===== src/rtl/i2c_collision_cfg.svh =====
// Register map, field positions and reset values of the collision block.
// Assumes it is included by bare name from every design file except the package.
`ifndef I2C_COLLISION_CFG_SVH
`define I2C_COLLISION_CFG_SVH

// Register word addresses
`define ADDR_CTRL  2'h0
`define ADDR_BAUD  2'h1
`define ADDR_BUF   2'h2
`define ADDR_STAT  2'h3

// Control register fields
`define CTL_EN     0
`define CTL_SEN    1
`define CTL_RSEN   2
`define CTL_PEN    3
`define CTL_ACKEN  4
`define CTL_ACKDT  5

// Port status register fields
`define STA_BF     0
`define STA_START  1
`define STA_STOP   2
`define STA_BCL    3
`define STA_EVT    4
`define STA_FREE   5

`define BAUD_MSB   6
`define LAST_BIT   4'h8
`define BIT_STEP   4'h1
`define FIRST_BIT  4'h0
`define RD_IDLE    8'h00
`define SYNC_IDLE  2'h3
`define CNT_ZERO   7'h00
`define CNT_STEP   7'h01

`endif


===== src/rtl/i2c_collision_pkg.sv =====
// Types shared by the collision block and its helpers.
// Assumes the configuration header is compiled alongside.
package i2c_collision_pkg;

  typedef enum logic [13:0] {
    ST_IDLE   = 14'h0001,
    ST_START1 = 14'h0002,
    ST_START2 = 14'h0004,
    ST_RS1    = 14'h0008,
    ST_RS2    = 14'h0010,
    ST_RS3    = 14'h0020,
    ST_RS4    = 14'h0040,
    ST_RS5    = 14'h0080,
    ST_SP1    = 14'h0100,
    ST_SP2    = 14'h0200,
    ST_SP3    = 14'h0400,
    ST_SP4    = 14'h0800,
    ST_BITLO  = 14'h1000,
    ST_BITHI  = 14'h2000
  } fsm_t;

  typedef struct packed {
    fsm_t       state;
    logic       sdaDrv;
    logic       sclDrv;
    logic       en;
    logic       sen;
    logic       rsen;
    logic       pen;
    logic       acken;
    logic       ackdt;
    logic [6:0] baud;
    logic [7:0] txBuf;
    logic [7:0] shift;
    logic [7:0] rdData;
    logic [3:0] bitCnt;
    logic       bf;
    logic       bcl;
    logic       evt;
    logic       startSeen;
    logic       stopSeen;
    logic       ackMode;
    logic       armed;
    logic       sdaPrev;
    logic       sclPrev;
  } core_t;

  typedef struct packed {
    logic [6:0] cnt;
    logic       run;
  } counter_t;

  typedef struct packed {
    logic [1:0] s1;
    logic [1:0] s2;
    logic [1:0] s3;
    logic [1:0] out;
  } sync_t;

endpackage


===== src/rtl/pin_sync.sv =====
// Three-stage synchroniser for the SDA and SCL input levels.
// Assumes asynchronous pin inputs; output changes once stages two and three agree.
`timescale 1ns/1ps
`include "i2c_collision_cfg.svh"
module pin_sync
  import i2c_collision_pkg::*;
(
  input  wire logic       core_clk,
  input  wire logic       nrst,
  input  wire logic [1:0] pinIn,
  output logic      [1:0] pinOut
);

  sync_t      s_ff;
  sync_t      nxt_s;
  logic [1:0] agree;

  genvar g;
  generate
    for (g = 0; g < 2; g++)
    begin : g_bit
      assign agree[g] = s_ff.s2[g] ~^ s_ff.s3[g];
    end
  endgenerate

  always_comb
  begin
    nxt_s     = s_ff;
    nxt_s.s1  = pinIn;
    nxt_s.s2  = s_ff.s1;
    nxt_s.s3  = s_ff.s2;
    // A one-sample glitch never reaches the core
    nxt_s.out = (s_ff.out & ~agree) | (s_ff.s3 & agree);
  end

  always_ff @(posedge core_clk or negedge nrst)
  begin
    if (!nrst)
      s_ff <= '{s1: `SYNC_IDLE, s2: `SYNC_IDLE, s3: `SYNC_IDLE, out: `SYNC_IDLE};
    else
      s_ff <= nxt_s;
  end

  assign pinOut = s_ff.out;

endmodule


===== src/rtl/bit_period_counter.sv =====
// Bit-period down counter reloaded from the baud reload value.
// Assumes load is a one-cycle request; done pulses for one cycle when a running count reaches zero.
`timescale 1ns/1ps
`include "i2c_collision_cfg.svh"
module bit_period_counter
  import i2c_collision_pkg::*;
(
  input  wire logic       core_clk,
  input  wire logic       nrst,
  input  wire logic       load,
  input  wire logic [6:0] reload,
  output logic            done
);

  counter_t s_ff;
  counter_t nxt_s;

  always_comb
  begin
    nxt_s = s_ff;
    if (load)
    begin
      nxt_s.cnt = reload;
      nxt_s.run = 1'b1;
    end
    else if (s_ff.run && s_ff.cnt != `CNT_ZERO)
      nxt_s.cnt = 7'(s_ff.cnt - `CNT_STEP);
    else
      nxt_s.run = 1'b0;
  end

  always_ff @(posedge core_clk or negedge nrst)
  begin
    if (!nrst)
      s_ff <= '{cnt: `CNT_ZERO, run: 1'b0};
    else
      s_ff <= nxt_s;
  end

  // Single pulse: the counter stops in the cycle after it reports zero
  assign done = s_ff.run && (s_ff.cnt == `CNT_ZERO);

endmodule


===== src/rtl/i2c_master_bus_collision.sv =====
// Multi-master arbitration and collision logic of a two-wire master.
// Assumes open-drain SDA/SCL pins resolved outside and a plain register port.
`timescale 1ns/1ps
`include "i2c_collision_cfg.svh"
// Contract
// - Released one read low while SCL high: collide
// - Byte collision: stop, clear full, release lines
// - Condition collision: abort, release, clear enable bit
// - After collision watch bus, STOP sets event
// - Buffer write restarts at first data bit
// - Bus free: stop seen, or neither seen
// - Line low at START begin: collide, idle
// - START: SDA high, load counter, count down
// - SCL low in first START count: collide
// - SDA low in first count: drive early
// - Second START count ignores SCL, then SCL low
// - Repeated START: SCL high, SDA low collides
// - Early SDA fall in repeated count harmless
// - SCL falls before our SDA low: collide
// - Both high: SDA low, count, SCL low
// - STOP: after count SDA low collides
// - STOP: SCL low before SDA release collides
// - Start/stop seen cleared by reset, disable
module i2c_master_bus_collision
  import i2c_collision_pkg::*;
(
  input  wire logic       core_clk,
  input  wire logic       nrst,
  input  wire logic [1:0] regAddr,
  input  wire logic [7:0] regWrData,
  input  wire logic       regWr,
  input  wire logic       regRd,
  output logic      [7:0] regRdData,
  input  wire logic       sdaIn,
  output logic            sdaOut,
  output logic            sdaOe,
  input  wire logic       sclIn,
  output logic            sclOut,
  output logic            sclOe
);

  core_t      s_ff;
  core_t      nxt_s;
  logic [1:0] rstSync_ff;
  logic       rstSyncN;
  logic [1:0] pinSynced;
  logic       sdaS;
  logic       sclS;
  logic       cntLoad;
  logic       cntDone;
  logic       coll;
  logic       bufWr;
  logic       bitLast;
  logic       busFree;
  logic       stopNow;
  logic       startNow;
  logic       bclClr;

  // Reset is released synchronously so no flop leaves reset a cycle apart
  always_ff @(posedge core_clk or negedge nrst)
  begin
    if (!nrst)
      rstSync_ff <= 2'h0;
    else
      rstSync_ff <= {rstSync_ff[0], 1'b1};
  end
  assign rstSyncN = rstSync_ff[1];

  pin_sync u_sync (
    .core_clk (core_clk),
    .nrst     (rstSyncN),
    .pinIn    ({sdaIn, sclIn}),
    .pinOut   (pinSynced)
  );
  assign sdaS = pinSynced[1];
  assign sclS = pinSynced[0];

  bit_period_counter u_cnt (
    .core_clk (core_clk),
    .nrst     (rstSyncN),
    .load     (cntLoad),
    .reload   (s_ff.baud),
    .done     (cntDone)
  );

  assign bufWr    = regWr && (regAddr == `ADDR_BUF);
  assign bclClr   = regWr && (regAddr == `ADDR_STAT) && regWrData[`STA_BCL];
  assign bitLast  = !s_ff.ackMode && (s_ff.bitCnt == `LAST_BIT);
  assign busFree  = s_ff.stopSeen || (!s_ff.startSeen && !s_ff.stopSeen);
  assign startNow = s_ff.en && sclS && s_ff.sclPrev && s_ff.sdaPrev && !sdaS;
  assign stopNow  = s_ff.en && sclS && s_ff.sclPrev && !s_ff.sdaPrev && sdaS;

  always_comb
  begin
    nxt_s        = s_ff;
    cntLoad      = 1'b0;
    coll         = 1'b0;
    nxt_s.rdData = `RD_IDLE;
    nxt_s.sdaPrev = sdaS;
    nxt_s.sclPrev = sclS;

    // Software writes come first so that hardware sets below win
    if (regWr)
    begin
      case (regAddr)
        `ADDR_CTRL:
        begin
          nxt_s.en    = regWrData[`CTL_EN];
          nxt_s.sen   = regWrData[`CTL_SEN];
          nxt_s.rsen  = regWrData[`CTL_RSEN];
          nxt_s.pen   = regWrData[`CTL_PEN];
          nxt_s.acken = regWrData[`CTL_ACKEN];
          nxt_s.ackdt = regWrData[`CTL_ACKDT];
        end
        `ADDR_BAUD: nxt_s.baud = regWrData[`BAUD_MSB:0];
        `ADDR_STAT:
        begin
          if (regWrData[`STA_BCL])
            nxt_s.bcl = 1'b0;
          if (regWrData[`STA_EVT])
            nxt_s.evt = 1'b0;
        end
        default: ;
      endcase
    end

    if (regRd)
    begin
      case (regAddr)
        `ADDR_CTRL: nxt_s.rdData = {2'h0, s_ff.ackdt, s_ff.acken, s_ff.pen,
                                    s_ff.rsen, s_ff.sen, s_ff.en};
        `ADDR_BAUD: nxt_s.rdData = {1'b0, s_ff.baud};
        `ADDR_BUF:  nxt_s.rdData = s_ff.txBuf;
        default:    nxt_s.rdData = {2'h0, busFree, s_ff.evt, s_ff.bcl,
                                    s_ff.stopSeen, s_ff.startSeen, s_ff.bf};
      endcase
    end

    // Bus watcher keeps running in every state while enabled, collision or not
    if (startNow)
    begin
      nxt_s.startSeen = 1'b1;
      nxt_s.stopSeen  = 1'b0;
    end
    if (stopNow)
    begin
      nxt_s.stopSeen  = 1'b1;
      nxt_s.startSeen = 1'b0;
      nxt_s.evt       = 1'b1;
    end

    unique case (s_ff.state)
      ST_IDLE:
      begin
        if (!s_ff.en)
          nxt_s.state = ST_IDLE;
        else if (s_ff.sen)
        begin
          if (!sdaS || !sclS)
            coll = 1'b1;
          else
          begin
            cntLoad     = 1'b1;
            nxt_s.state = ST_START1;
          end
        end
        else if (s_ff.rsen)
        begin
          nxt_s.sdaDrv = 1'b0;
          nxt_s.sclDrv = 1'b1;
          nxt_s.state  = ST_RS1;
        end
        else if (s_ff.pen)
        begin
          nxt_s.sdaDrv = 1'b1;
          nxt_s.state  = ST_SP1;
        end
        else if (s_ff.acken)
        begin
          nxt_s.ackMode = 1'b1;
          nxt_s.shift   = {s_ff.ackdt, 7'h00};
          nxt_s.bitCnt  = `FIRST_BIT;
          nxt_s.sclDrv  = 1'b1;
          cntLoad       = 1'b1;
          nxt_s.state   = ST_BITLO;
        end
        else if (bufWr)
        begin
          // Always from the top bit, whatever a lost transfer had reached
          nxt_s.txBuf   = regWrData;
          nxt_s.shift   = regWrData;
          nxt_s.bitCnt  = `FIRST_BIT;
          nxt_s.bf      = 1'b1;
          nxt_s.ackMode = 1'b0;
          nxt_s.sclDrv  = 1'b1;
          cntLoad       = 1'b1;
          nxt_s.state   = ST_BITLO;
        end
      end
      ST_START1:
      begin
        if (sdaS && !sclS)
          coll = 1'b1;
        else if (!sdaS || cntDone)
        begin
          // Another master already went low: follow it, no collision
          nxt_s.sdaDrv = 1'b1;
          cntLoad      = 1'b1;
          nxt_s.state  = ST_START2;
        end
      end
      ST_START2:
      begin
        if (cntDone)
        begin
          nxt_s.sclDrv = 1'b1;
          nxt_s.sen    = 1'b0;
          nxt_s.evt    = 1'b1;
          nxt_s.state  = ST_IDLE;
        end
      end
      ST_RS1:
      begin
        if (sdaS)
        begin
          cntLoad     = 1'b1;
          nxt_s.state = ST_RS2;
        end
      end
      ST_RS2:
      begin
        if (cntDone)
        begin
          nxt_s.sclDrv = 1'b0;
          nxt_s.state  = ST_RS3;
        end
      end
      ST_RS3:
      begin
        if (sclS && !sdaS)
          coll = 1'b1;
        else if (sclS)
        begin
          cntLoad     = 1'b1;
          nxt_s.state = ST_RS4;
        end
      end
      ST_RS4:
      begin
        // SDA falling here is another START, not a loss
        if (!sclS)
          coll = 1'b1;
        else if (cntDone)
        begin
          nxt_s.sdaDrv = 1'b1;
          cntLoad      = 1'b1;
          nxt_s.state  = ST_RS5;
        end
      end
      ST_RS5:
      begin
        if (cntDone)
        begin
          nxt_s.sclDrv = 1'b1;
          nxt_s.rsen   = 1'b0;
          nxt_s.evt    = 1'b1;
          nxt_s.state  = ST_IDLE;
        end
      end
      ST_SP1:
      begin
        if (!sdaS)
        begin
          nxt_s.sclDrv = 1'b0;
          nxt_s.state  = ST_SP2;
        end
      end
      ST_SP2:
      begin
        if (sclS)
        begin
          cntLoad     = 1'b1;
          nxt_s.state = ST_SP3;
        end
      end
      ST_SP3:
      begin
        if (!sclS)
          coll = 1'b1;
        else if (cntDone)
        begin
          nxt_s.sdaDrv = 1'b0;
          cntLoad      = 1'b1;
          nxt_s.state  = ST_SP4;
        end
      end
      ST_SP4:
      begin
        if (cntDone && !sdaS)
          coll = 1'b1;
        else if (cntDone)
        begin
          nxt_s.pen   = 1'b0;
          nxt_s.evt   = 1'b1;
          nxt_s.state = ST_IDLE;
        end
      end
      ST_BITLO:
      begin
        nxt_s.sdaDrv = !bitLast && !s_ff.shift[7];
        if (cntDone)
        begin
          nxt_s.sclDrv = 1'b0;
          nxt_s.armed  = 1'b0;
          nxt_s.state  = ST_BITHI;
        end
      end
      default: // ST_BITHI
      begin
        // The acknowledge slot of a byte belongs to the slave
        if (sclS && !s_ff.sdaDrv && !sdaS && !bitLast)
          coll = 1'b1;
        else if (sclS && !s_ff.armed)
        begin
          cntLoad     = 1'b1;
          nxt_s.armed = 1'b1;
        end
        else if (s_ff.armed && cntDone)
        begin
          nxt_s.sclDrv = 1'b1;
          if (s_ff.ackMode || bitLast)
          begin
            nxt_s.acken   = s_ff.ackMode ? 1'b0 : s_ff.acken;
            nxt_s.bf      = 1'b0;
            nxt_s.ackMode = 1'b0;
            nxt_s.evt     = 1'b1;
            nxt_s.state   = ST_IDLE;
          end
          else
          begin
            nxt_s.shift  = {s_ff.shift[6:0], 1'b0};
            nxt_s.bitCnt = 4'(s_ff.bitCnt + `BIT_STEP);
            cntLoad      = 1'b1;
            nxt_s.state  = ST_BITLO;
          end
        end
      end
    endcase

    if (coll)
    begin
      nxt_s.bcl     = 1'b1;
      nxt_s.sdaDrv  = 1'b0;
      nxt_s.sclDrv  = 1'b0;
      nxt_s.bf      = 1'b0;
      nxt_s.sen     = 1'b0;
      nxt_s.rsen    = 1'b0;
      nxt_s.pen     = 1'b0;
      nxt_s.acken   = 1'b0;
      nxt_s.ackMode = 1'b0;
      nxt_s.armed   = 1'b0;
      nxt_s.state   = ST_IDLE;
    end

    if (!nxt_s.en)
    begin
      nxt_s.startSeen = 1'b0;
      nxt_s.stopSeen  = 1'b0;
      nxt_s.sdaDrv    = 1'b0;
      nxt_s.sclDrv    = 1'b0;
      nxt_s.state     = ST_IDLE;
    end
  end

  always_ff @(posedge core_clk or negedge rstSyncN)
  begin
    if (!rstSyncN)
      s_ff <= '{state: ST_IDLE, default: '0};
    else
      s_ff <= nxt_s;
  end

  assign regRdData = s_ff.rdData;
  assign sdaOut    = 1'b0;
  assign sclOut    = 1'b0;
  assign sdaOe     = s_ff.sdaDrv;
  assign sclOe     = s_ff.sclDrv;

  property p_bit_lost;
    @(posedge core_clk) disable iff (!rstSyncN)
    (s_ff.state == ST_BITHI && s_ff.en && !regWr && sclS && !s_ff.sdaDrv && !sdaS
     && !bitLast) |=> (s_ff.bcl && s_ff.state == ST_IDLE);
  endproperty
  a_bit_lost: assert property (p_bit_lost)
    else $error("arbitration loss not flagged");

  property p_byte_release;
    @(posedge core_clk) disable iff (!rstSyncN)
    (s_ff.state == ST_BITHI && s_ff.en && !regWr && sclS && !s_ff.sdaDrv && !sdaS
     && !bitLast) |=> (!s_ff.bf && !sdaOe && !sclOe)[*2];
  endproperty
  a_byte_release: assert property (p_byte_release)
    else $error("lines or full flag not released after byte loss");

  property p_stop_scl;
    @(posedge core_clk) disable iff (!rstSyncN)
    (s_ff.state == ST_SP3 && s_ff.en && !regWr && !sclS)
      |=> (s_ff.bcl && !s_ff.pen && !sdaOe && !sclOe);
  endproperty
  a_stop_scl: assert property (p_stop_scl)
    else $error("stop clock loss not handled");

  property p_start_busy;
    @(posedge core_clk) disable iff (!rstSyncN)
    (s_ff.state == ST_IDLE && s_ff.en && s_ff.sen && !regWr && (!sdaS || !sclS))
      |=> (s_ff.bcl && !s_ff.sen && s_ff.state == ST_IDLE);
  endproperty
  a_start_busy: assert property (p_start_busy)
    else $error("start on busy lines not aborted");

  property p_start_scl;
    @(posedge core_clk) disable iff (!rstSyncN)
    (s_ff.state == ST_START1 && s_ff.en && !regWr && sdaS && !sclS) |=> s_ff.bcl;
  endproperty
  a_start_scl: assert property (p_start_scl)
    else $error("clock low in first start count not flagged");

  property p_start_early;
    @(posedge core_clk) disable iff (!rstSyncN)
    (s_ff.state == ST_START1 && s_ff.en && !regWr && !sdaS && sclS)
      |=> (sdaOe && s_ff.state == ST_START2 && $stable(s_ff.bcl));
  endproperty
  a_start_early: assert property (p_start_early)
    else $error("early start data not followed");

  property p_stop_event;
    @(posedge core_clk) disable iff (!rstSyncN)
    stopNow |=> (s_ff.evt && s_ff.stopSeen && busFree);
  endproperty
  a_stop_event: assert property (p_stop_event)
    else $error("stop on bus did not raise event");

  property p_bcl_sticky;
    @(posedge core_clk) disable iff (!rstSyncN)
    (s_ff.bcl && !bclClr) |=> s_ff.bcl;
  endproperty
  a_bcl_sticky: assert property (p_bcl_sticky)
    else $error("collision flag dropped without software clear");

  property p_rs_data_low;
    @(posedge core_clk) disable iff (!rstSyncN)
    (s_ff.state == ST_RS3 && s_ff.en && !regWr && sclS && !sdaS)
      |=> (s_ff.bcl && !s_ff.rsen);
  endproperty
  a_rs_data_low: assert property (p_rs_data_low)
    else $error("repeated start data loss not flagged");

  property p_rs_finish;
    @(posedge core_clk) disable iff (!rstSyncN)
    (s_ff.state == ST_RS5 && s_ff.en && !regWr && cntDone)
      |=> (sclOe && sdaOe && !s_ff.rsen);
  endproperty
  a_rs_finish: assert property (p_rs_finish)
    else $error("repeated start not completed");

endmodule


===== config.mk =====
export PLATFORM = sky130hd
export DESIGN_NAME = i2c_master_bus_collision
export DESIGN_NICKNAME = d
export VERILOG_FILES = /design/src/rtl/i2c_collision_pkg.sv /design/src/rtl/pin_sync.sv /design/src/rtl/bit_period_counter.sv /design/src/rtl/i2c_master_bus_collision.sv
export VERILOG_INCLUDE_DIRS = /design/src /design/src/rtl
export SDC_FILE = /design/constraint.sdc
export NUM_CORES = 1
export LEC_CHECK = 0
export BUFFER_PORTS_ARGS = -buffer_cell sky130_fd_sc_hd__buf_2
export CAP_MARGIN = 0
export CORE_AREA = 2 2 114 116
export CTS_CLUSTER_DIAMETER = 60
export DETAILED_ROUTE_END_ITERATION = 8
export DIE_AREA = 0 0 116 118
export GPL_TIMING_DRIVEN = 0
export PLACE_DENSITY = 0.61
export SYNTH_ARGS = -nofsm -noshare
export SYNTH_HDL_FRONTEND = slang
export SYNTH_HIERARCHICAL = 1
export SYNTH_SLANG_ARGS = --single-unit

===== constraint.sdc =====
create_clock -name core_clk -period 2.5 [get_ports core_clk]
set_input_delay 0.25 -clock core_clk [delete_from_list [all_inputs] [get_ports core_clk]]
set_output_delay 0.25 -clock core_clk [all_outputs]
set_load 0.01 [all_outputs]

== Word-level counts from Yosys, hierarchy flattened ==
Index checks and enable logic that the tools add are counted.
Storage, ports and cells
  flip-flop bits (word level): 84
  bits in latches: 0
  memory bits (writable): 0
  memory bits (read-only): 0
  output and inout bits: 12
  logic and storage cells: 326
  memories: 0
Cells by class
  add/sub/neg operators: 2
  multipliers: 0
  div/mod/pow operators: 0
  order comparisons: 0
  equality and inequality tests: 72
  shifts and indexed selects: 0
  mux-type cells: 145
  bitwise logic cells: 11
  reduce and logical (&&, ||, !) cells: 66
Operators by type and width (count)
  14-bit two-way mux: 18
  14-bit case mux with 12 select lines: 1
  8-bit two-way mux: 12
  15-bit two-way mux: 6
  1-bit two-way mux: 69
  16-bit two-way mux: 3
  4-bit != test (second input constant): 12
  5-bit two-way mux: 8
  15-bit by 4-bit != test with 1-bit output (second input constant): 2
  10-bit AND reduction: 3
  13-bit two-way mux: 2
  3-bit != test (second input constant): 8
  8-bit case mux with 3 select lines: 1
  12-bit OR reduction: 2
  11-bit AND reduction: 2
  1-bit logical AND: 20
  4-bit by 3-bit != test with 1-bit output (second input constant): 5
  19-bit AND reduction: 1
  2-bit two-way mux: 9
  8-bit case mux with 2 select lines: 1
  15-bit by 2-bit != test with 1-bit output (second input constant): 1
  14-bit by 1-bit equality test with 1-bit output (second input constant): 1
  14-bit by 10-bit equality test with 1-bit output (second input constant): 1
  14-bit by 11-bit equality test with 1-bit output (second input constant): 1
  other kinds (58): 107

== Logic depth before layout (Yosys ltp) ==
  word-level depth: 11
  mapped depth: 13
  gate-level depth less buffers: 11

== Hierarchy ==
Netlist, hierarchy kept.
Modules (own cells, without submodules)
  i2c_master_bus_collision: times used 1, cells an instance 441, area an instance 4124.0 µm²
  bit_period_counter: times used 1, cells an instance 59, area an instance 523.0 µm²
  pin_sync: times used 1, cells an instance 12, area an instance 247.7 µm²

== Worst setup path after synthesis ==
No wires, ideal clock.
  path type: flip-flop to flip-flop
  from: register s_ff[62] (netlist name)
  to: register u_cnt/s_ff[3] (netlist name)
  arrival time: 2792 ps
  data required time: 2423 ps
  path slack: -369 ps
  cell stages (with the launch flop): 12
  period minus slack after synthesis: 2869 ps
  cell sequence: dfrtp_1 -> buf_2 -> nor4_2 -> nand4_1 -> nor3_1 -> clkbuf_1 -> a211oi_1 -> nand3_1 -> clkbuf_1 -> clkbuf_1 -> a21oi_1 -> a21oi_1
On the way
  cells in the longest elaborated chain, start to end: 4
Ends and longest elaborated chain
  start: declaration: line i2c_master_bus_collision.sv:42  | core_t s_ff;
  start signal: assignment: line i2c_master_bus_collision.sv:380  | s_ff <= nxt_s;
  14-bit by 13-bit equality test with 1-bit output, or another cell as far along: line i2c_master_bus_collision.sv:152  | unique case (s_ff.state)
  6-bit OR reduction (no line) / 2-bit OR reduction (equally long branches)
  1-bit case mux with 7 select lines *: line i2c_master_bus_collision.sv:152
  named net cntLoad: line i2c_master_bus_collision.sv:49  | logic cntLoad;
  8-bit two-way mux / 2-bit nonzero test (equally long branches)
  end signal: assignment: line bit_period_counter.sv:35  | s_ff <= '{cnt: `CNT_ZERO, run: 1'b0};
  end signal: assignment: line bit_period_counter.sv:37  | s_ff <= nxt_s;
  end: declaration: line bit_period_counter.sv:15  | counter_t s_ff;
The timed path passes the listed nets; every way through them passes the cells marked *.
A chain may end at the register's enable or synchronous reset.

== Worst setup path in the final report ==
  from: register s_ff[61] (netlist name)
  to: register s_ff, in the netlist sclOe
On the way
  cells in the longest elaborated chain, start to end: 5
Ends and longest elaborated chain (line)
  14-bit by 13-bit equality test with 1-bit output, or another cell as far along: i2c_master_bus_collision.sv:152
  7-bit OR reduction (no line) / 2-bit OR reduction (equally long branches)
  1-bit case mux with 6 select lines / 1-bit case mux with 5 select lines (equally long branches): i2c_master_bus_collision.sv:152
  7-bit by 3-bit != test with 1-bit output (no line), or another cell as far along
  11-bit AND reduction (no line) / 16-bit two-way mux (equally long branches)
Several ways; a longest one is shown, not always the timed one.

==> out/results.ini <==
[sta]
hold_viol = 0
max_freq_mhz = 357
min_period_ns = 2.80
worst_slack_ns = -0.304
hold_ws_ns = 0.161
relSlewSlack_pct = 55.2
rsz0062_at_grt = true
fin_skew_ns = 0.0147
setup_viol = 27
tightestPinTransition_ns = 0.665
slew_violations = 0
setup_tns_ns = -4.40
timing.final.crit_share_pct = 112

[global_route]
antenna_found_initial = 0
grt_pass1_vias = 4374
grt.overflow.total = 0
grt_pass1_wl_um = 23000
grt_max_degree = 54
grtUsageTotal_pct = 21.6

[finish]
antenna_cells = 0
fin_util_pct = 54.7
drive_above_1_share_pct = 42.7
fin_cells = 781
final_common_cell = dfrtp_1
area_growth_syn_to_layout_pct = 38.8
mostFrequentLayoutCells = dfrtp_1 (70), buf_4 (57), buf_2 (26), nand2_1 (24)
nets = 623

[pwr]
p_comb_share_pct = 54.8
switching_share_pct = 40.4
p_clk_share_pct = 17.0
p_leak_uw = 0.00280
max-vdd-ir-drop_uv = 821
pwr-share-seq_pct = 28.2
power.internal_uw = 4450
pwr_density_cell_nw_per_um2 = 1100
switchingPower_uw = 3020

[clock_network]
clock_latency_ns = 0.35
root_buffer = clkbuf_16
clk_path_buf_depth = 2
numCtsBuffers = 9
clk_pin_slew_worst_paths_ns = 0.07
htreeDepth = 3
cts_sinks = 84
cts_tree = done

[detailed_routing]
drc = 0
drtIter0Drc = 431
via_count = 4496
routed_wl_um = 14900
antenna_left = 0
routedWlPerCell_um = 19.1
firstDrtPassIters = 6
vias_per_cell = 5.76

[die]
die-area_um2 = 13700
die_width_um = 116
ios = 28
rows = 41
core_um2 = 12400
die_h_um = 118
start_util_pct = 39.4

[worst_setup_path]
end_kind = flip-flop
worstPathRequired_ns = 2.78
crit_path_top_delay_cell = or4_4
start_kind = flip-flop
arrival_ns = 3.09
critPathTopFamily = simple AND/OR/NAND/NOR gates
crit_fanout = 3
path_buf_inv = 0
critPathKind = flip-flop to flip-flop
cp_cell_sequence = or4_4 -> or2_4 -> or4_4 -> a221o_1 -> or4_1 -> o21ai_1
cpMostUsedCell = or4_4
critPathMaxStageDelay_ns = 0.58

[synthesis]
ys_dominant_reg_cell = dfrtp_1
yosys_register_bits = 84
yosysWarnings = 6
syn_area_per_cell_um2 = 9.56
syn_inst = 512
synth.cell_area_um2 = 4890
yosys.area.top_type = dfrtp_1
async_flop_share_pct = 100
yosysSeqAreaShare_pct = 43.2
synth_top_area_share_pct = 38.3
synth_edf_count = 0
synth_area_leaders = dfrtp_1 (38%), dfstp_2 (4.8%), mux2_2 (3.7%)
ys_types = 75

[status]
outcome = finished, violations left
violations = setup timing

[placed_design]
dp.cells = 710
gp_congestion = 0.923
io_buffer_count = 24
dp_hpwl_um = 9800

[flow_run]
timing.max_cap.violations = 0

[min_path]
hp-class = primary input to flip-flop

[state kept, by name (all words and copies together), names as in the netlist, named ones only]
signal        cells
s_ff             56
regRdData         8
u_cnt/s_ff        8
u_sync/nxt_s      4
rstSync_ff        2
u_sync/s_ff       2
sclOe             1
sdaOe             1
[power groups by stage]
stage          Sequential (uW)  Combinational, uW  Clock, uW
2_1_floorplan             1980               1860          0
3_3_place_gp              2070               2400          0
3_5_place_dp              2070               2460          0
4_1_cts                   2070               3180       1300
5_1_grt                   2160               4360       1350
6_report                  2110               4100       1270
[cell usage after synthesis (all sizes together) (10+ instances only)]
library cell   n
inv           25
nand2         30
nor3          18
nand4         15
and2          11
a21oi         23
or4           14
o21ai         33
buf           25
dfrtp         75
o22ai         10
nor2          29
mux2          16
nor2b         10
clkbuf        17
nand3         16
[repair_timing]
item,in CTS,in global routing
pin swaps,28,31
hold buffers,3,0
setup endpoints to repair,52,44
gates cloned,2,2
gates resized for setup,74,92
buffers inserted,29,29
endpoints found under the hold margin,4,0
[cells by family (layout without fill, tap and decap cells)]
kind of cell	count (synthesis)	after routing	share of synthesized area (%)
buffers and inverters	67	163	6.44
other	2	3	0.153
xor gates and xnor gates	8	8	1.43
AOI/OAI and AO/OA	118	118	16.1
and+or+nand+nor	198	198	23.7
adders and majority gates	5	5	1.23
DFF	84	84	43.2
muxes	30	30	7.82
[per-stage QoR]
stage,cell area (um2),power (uW),worst slack [ns]
2_1_floorplan,4980,3830,-0.0704
3_3_place_gp,5320,4480,-0.831
3_5_place_dp,5350,4530,-0.834
4_1_cts,6200,6550,-0.240
5_1_grt,6790,7870,-0.349
6_report,6790,7470,-0.304
[cell type report]
| class | instances | area, um2 |
|---|---|---|
| plain buffers | 36 | 292 |
| clock buffers | 11 | 243 |
| clock inverters | 5 | 36.3 |
| fillers | 1095 | 5620 |
| inverters | 25 | 93.8 |
| multi-input cells | 362 | 3100 |
| flip-flops and latches | 84 | 2120 |
| well taps | 172 | 215 |
| repair buffers | 86 | 691 |
[final timing paths]
check / cells past startpoint / from / slack (ns) / endpoint
setup / recovery: 6 / s_ff[61] / -0.30 / sclOe
hold / removal: 2 / regWrData[7] / 0.16 / s_ff[36]
setup reg to reg: 6 / s_ff[61] / -0.30 / sclOe
hold reg to reg: 0 / rstSync_ff[1] / 0.27 / sdaOe
max in group asynchronous: 1 / rstSync_ff[1] / 1.56 / u_sync/nxt_s[5]
min in group asynchronous: 2 / nrst / 0.21 / rstSync_ff[1]
[metal layers]
| layer | GRT usage, % | part of all wire (%) | vias up |
|---|---|---|---|
| met5 | 0 | 0 | - |
| met1 | 29.5 | 44 | 2256 |
| met4 | 7.59 | 2.2 | 0 |
| met2 | 33.9 | 49 | 144 |
| met3 | 4.17 | 4.3 | 33 |
| li1 | - | - | 2063 |
Power figures use the tool's default switching activity.
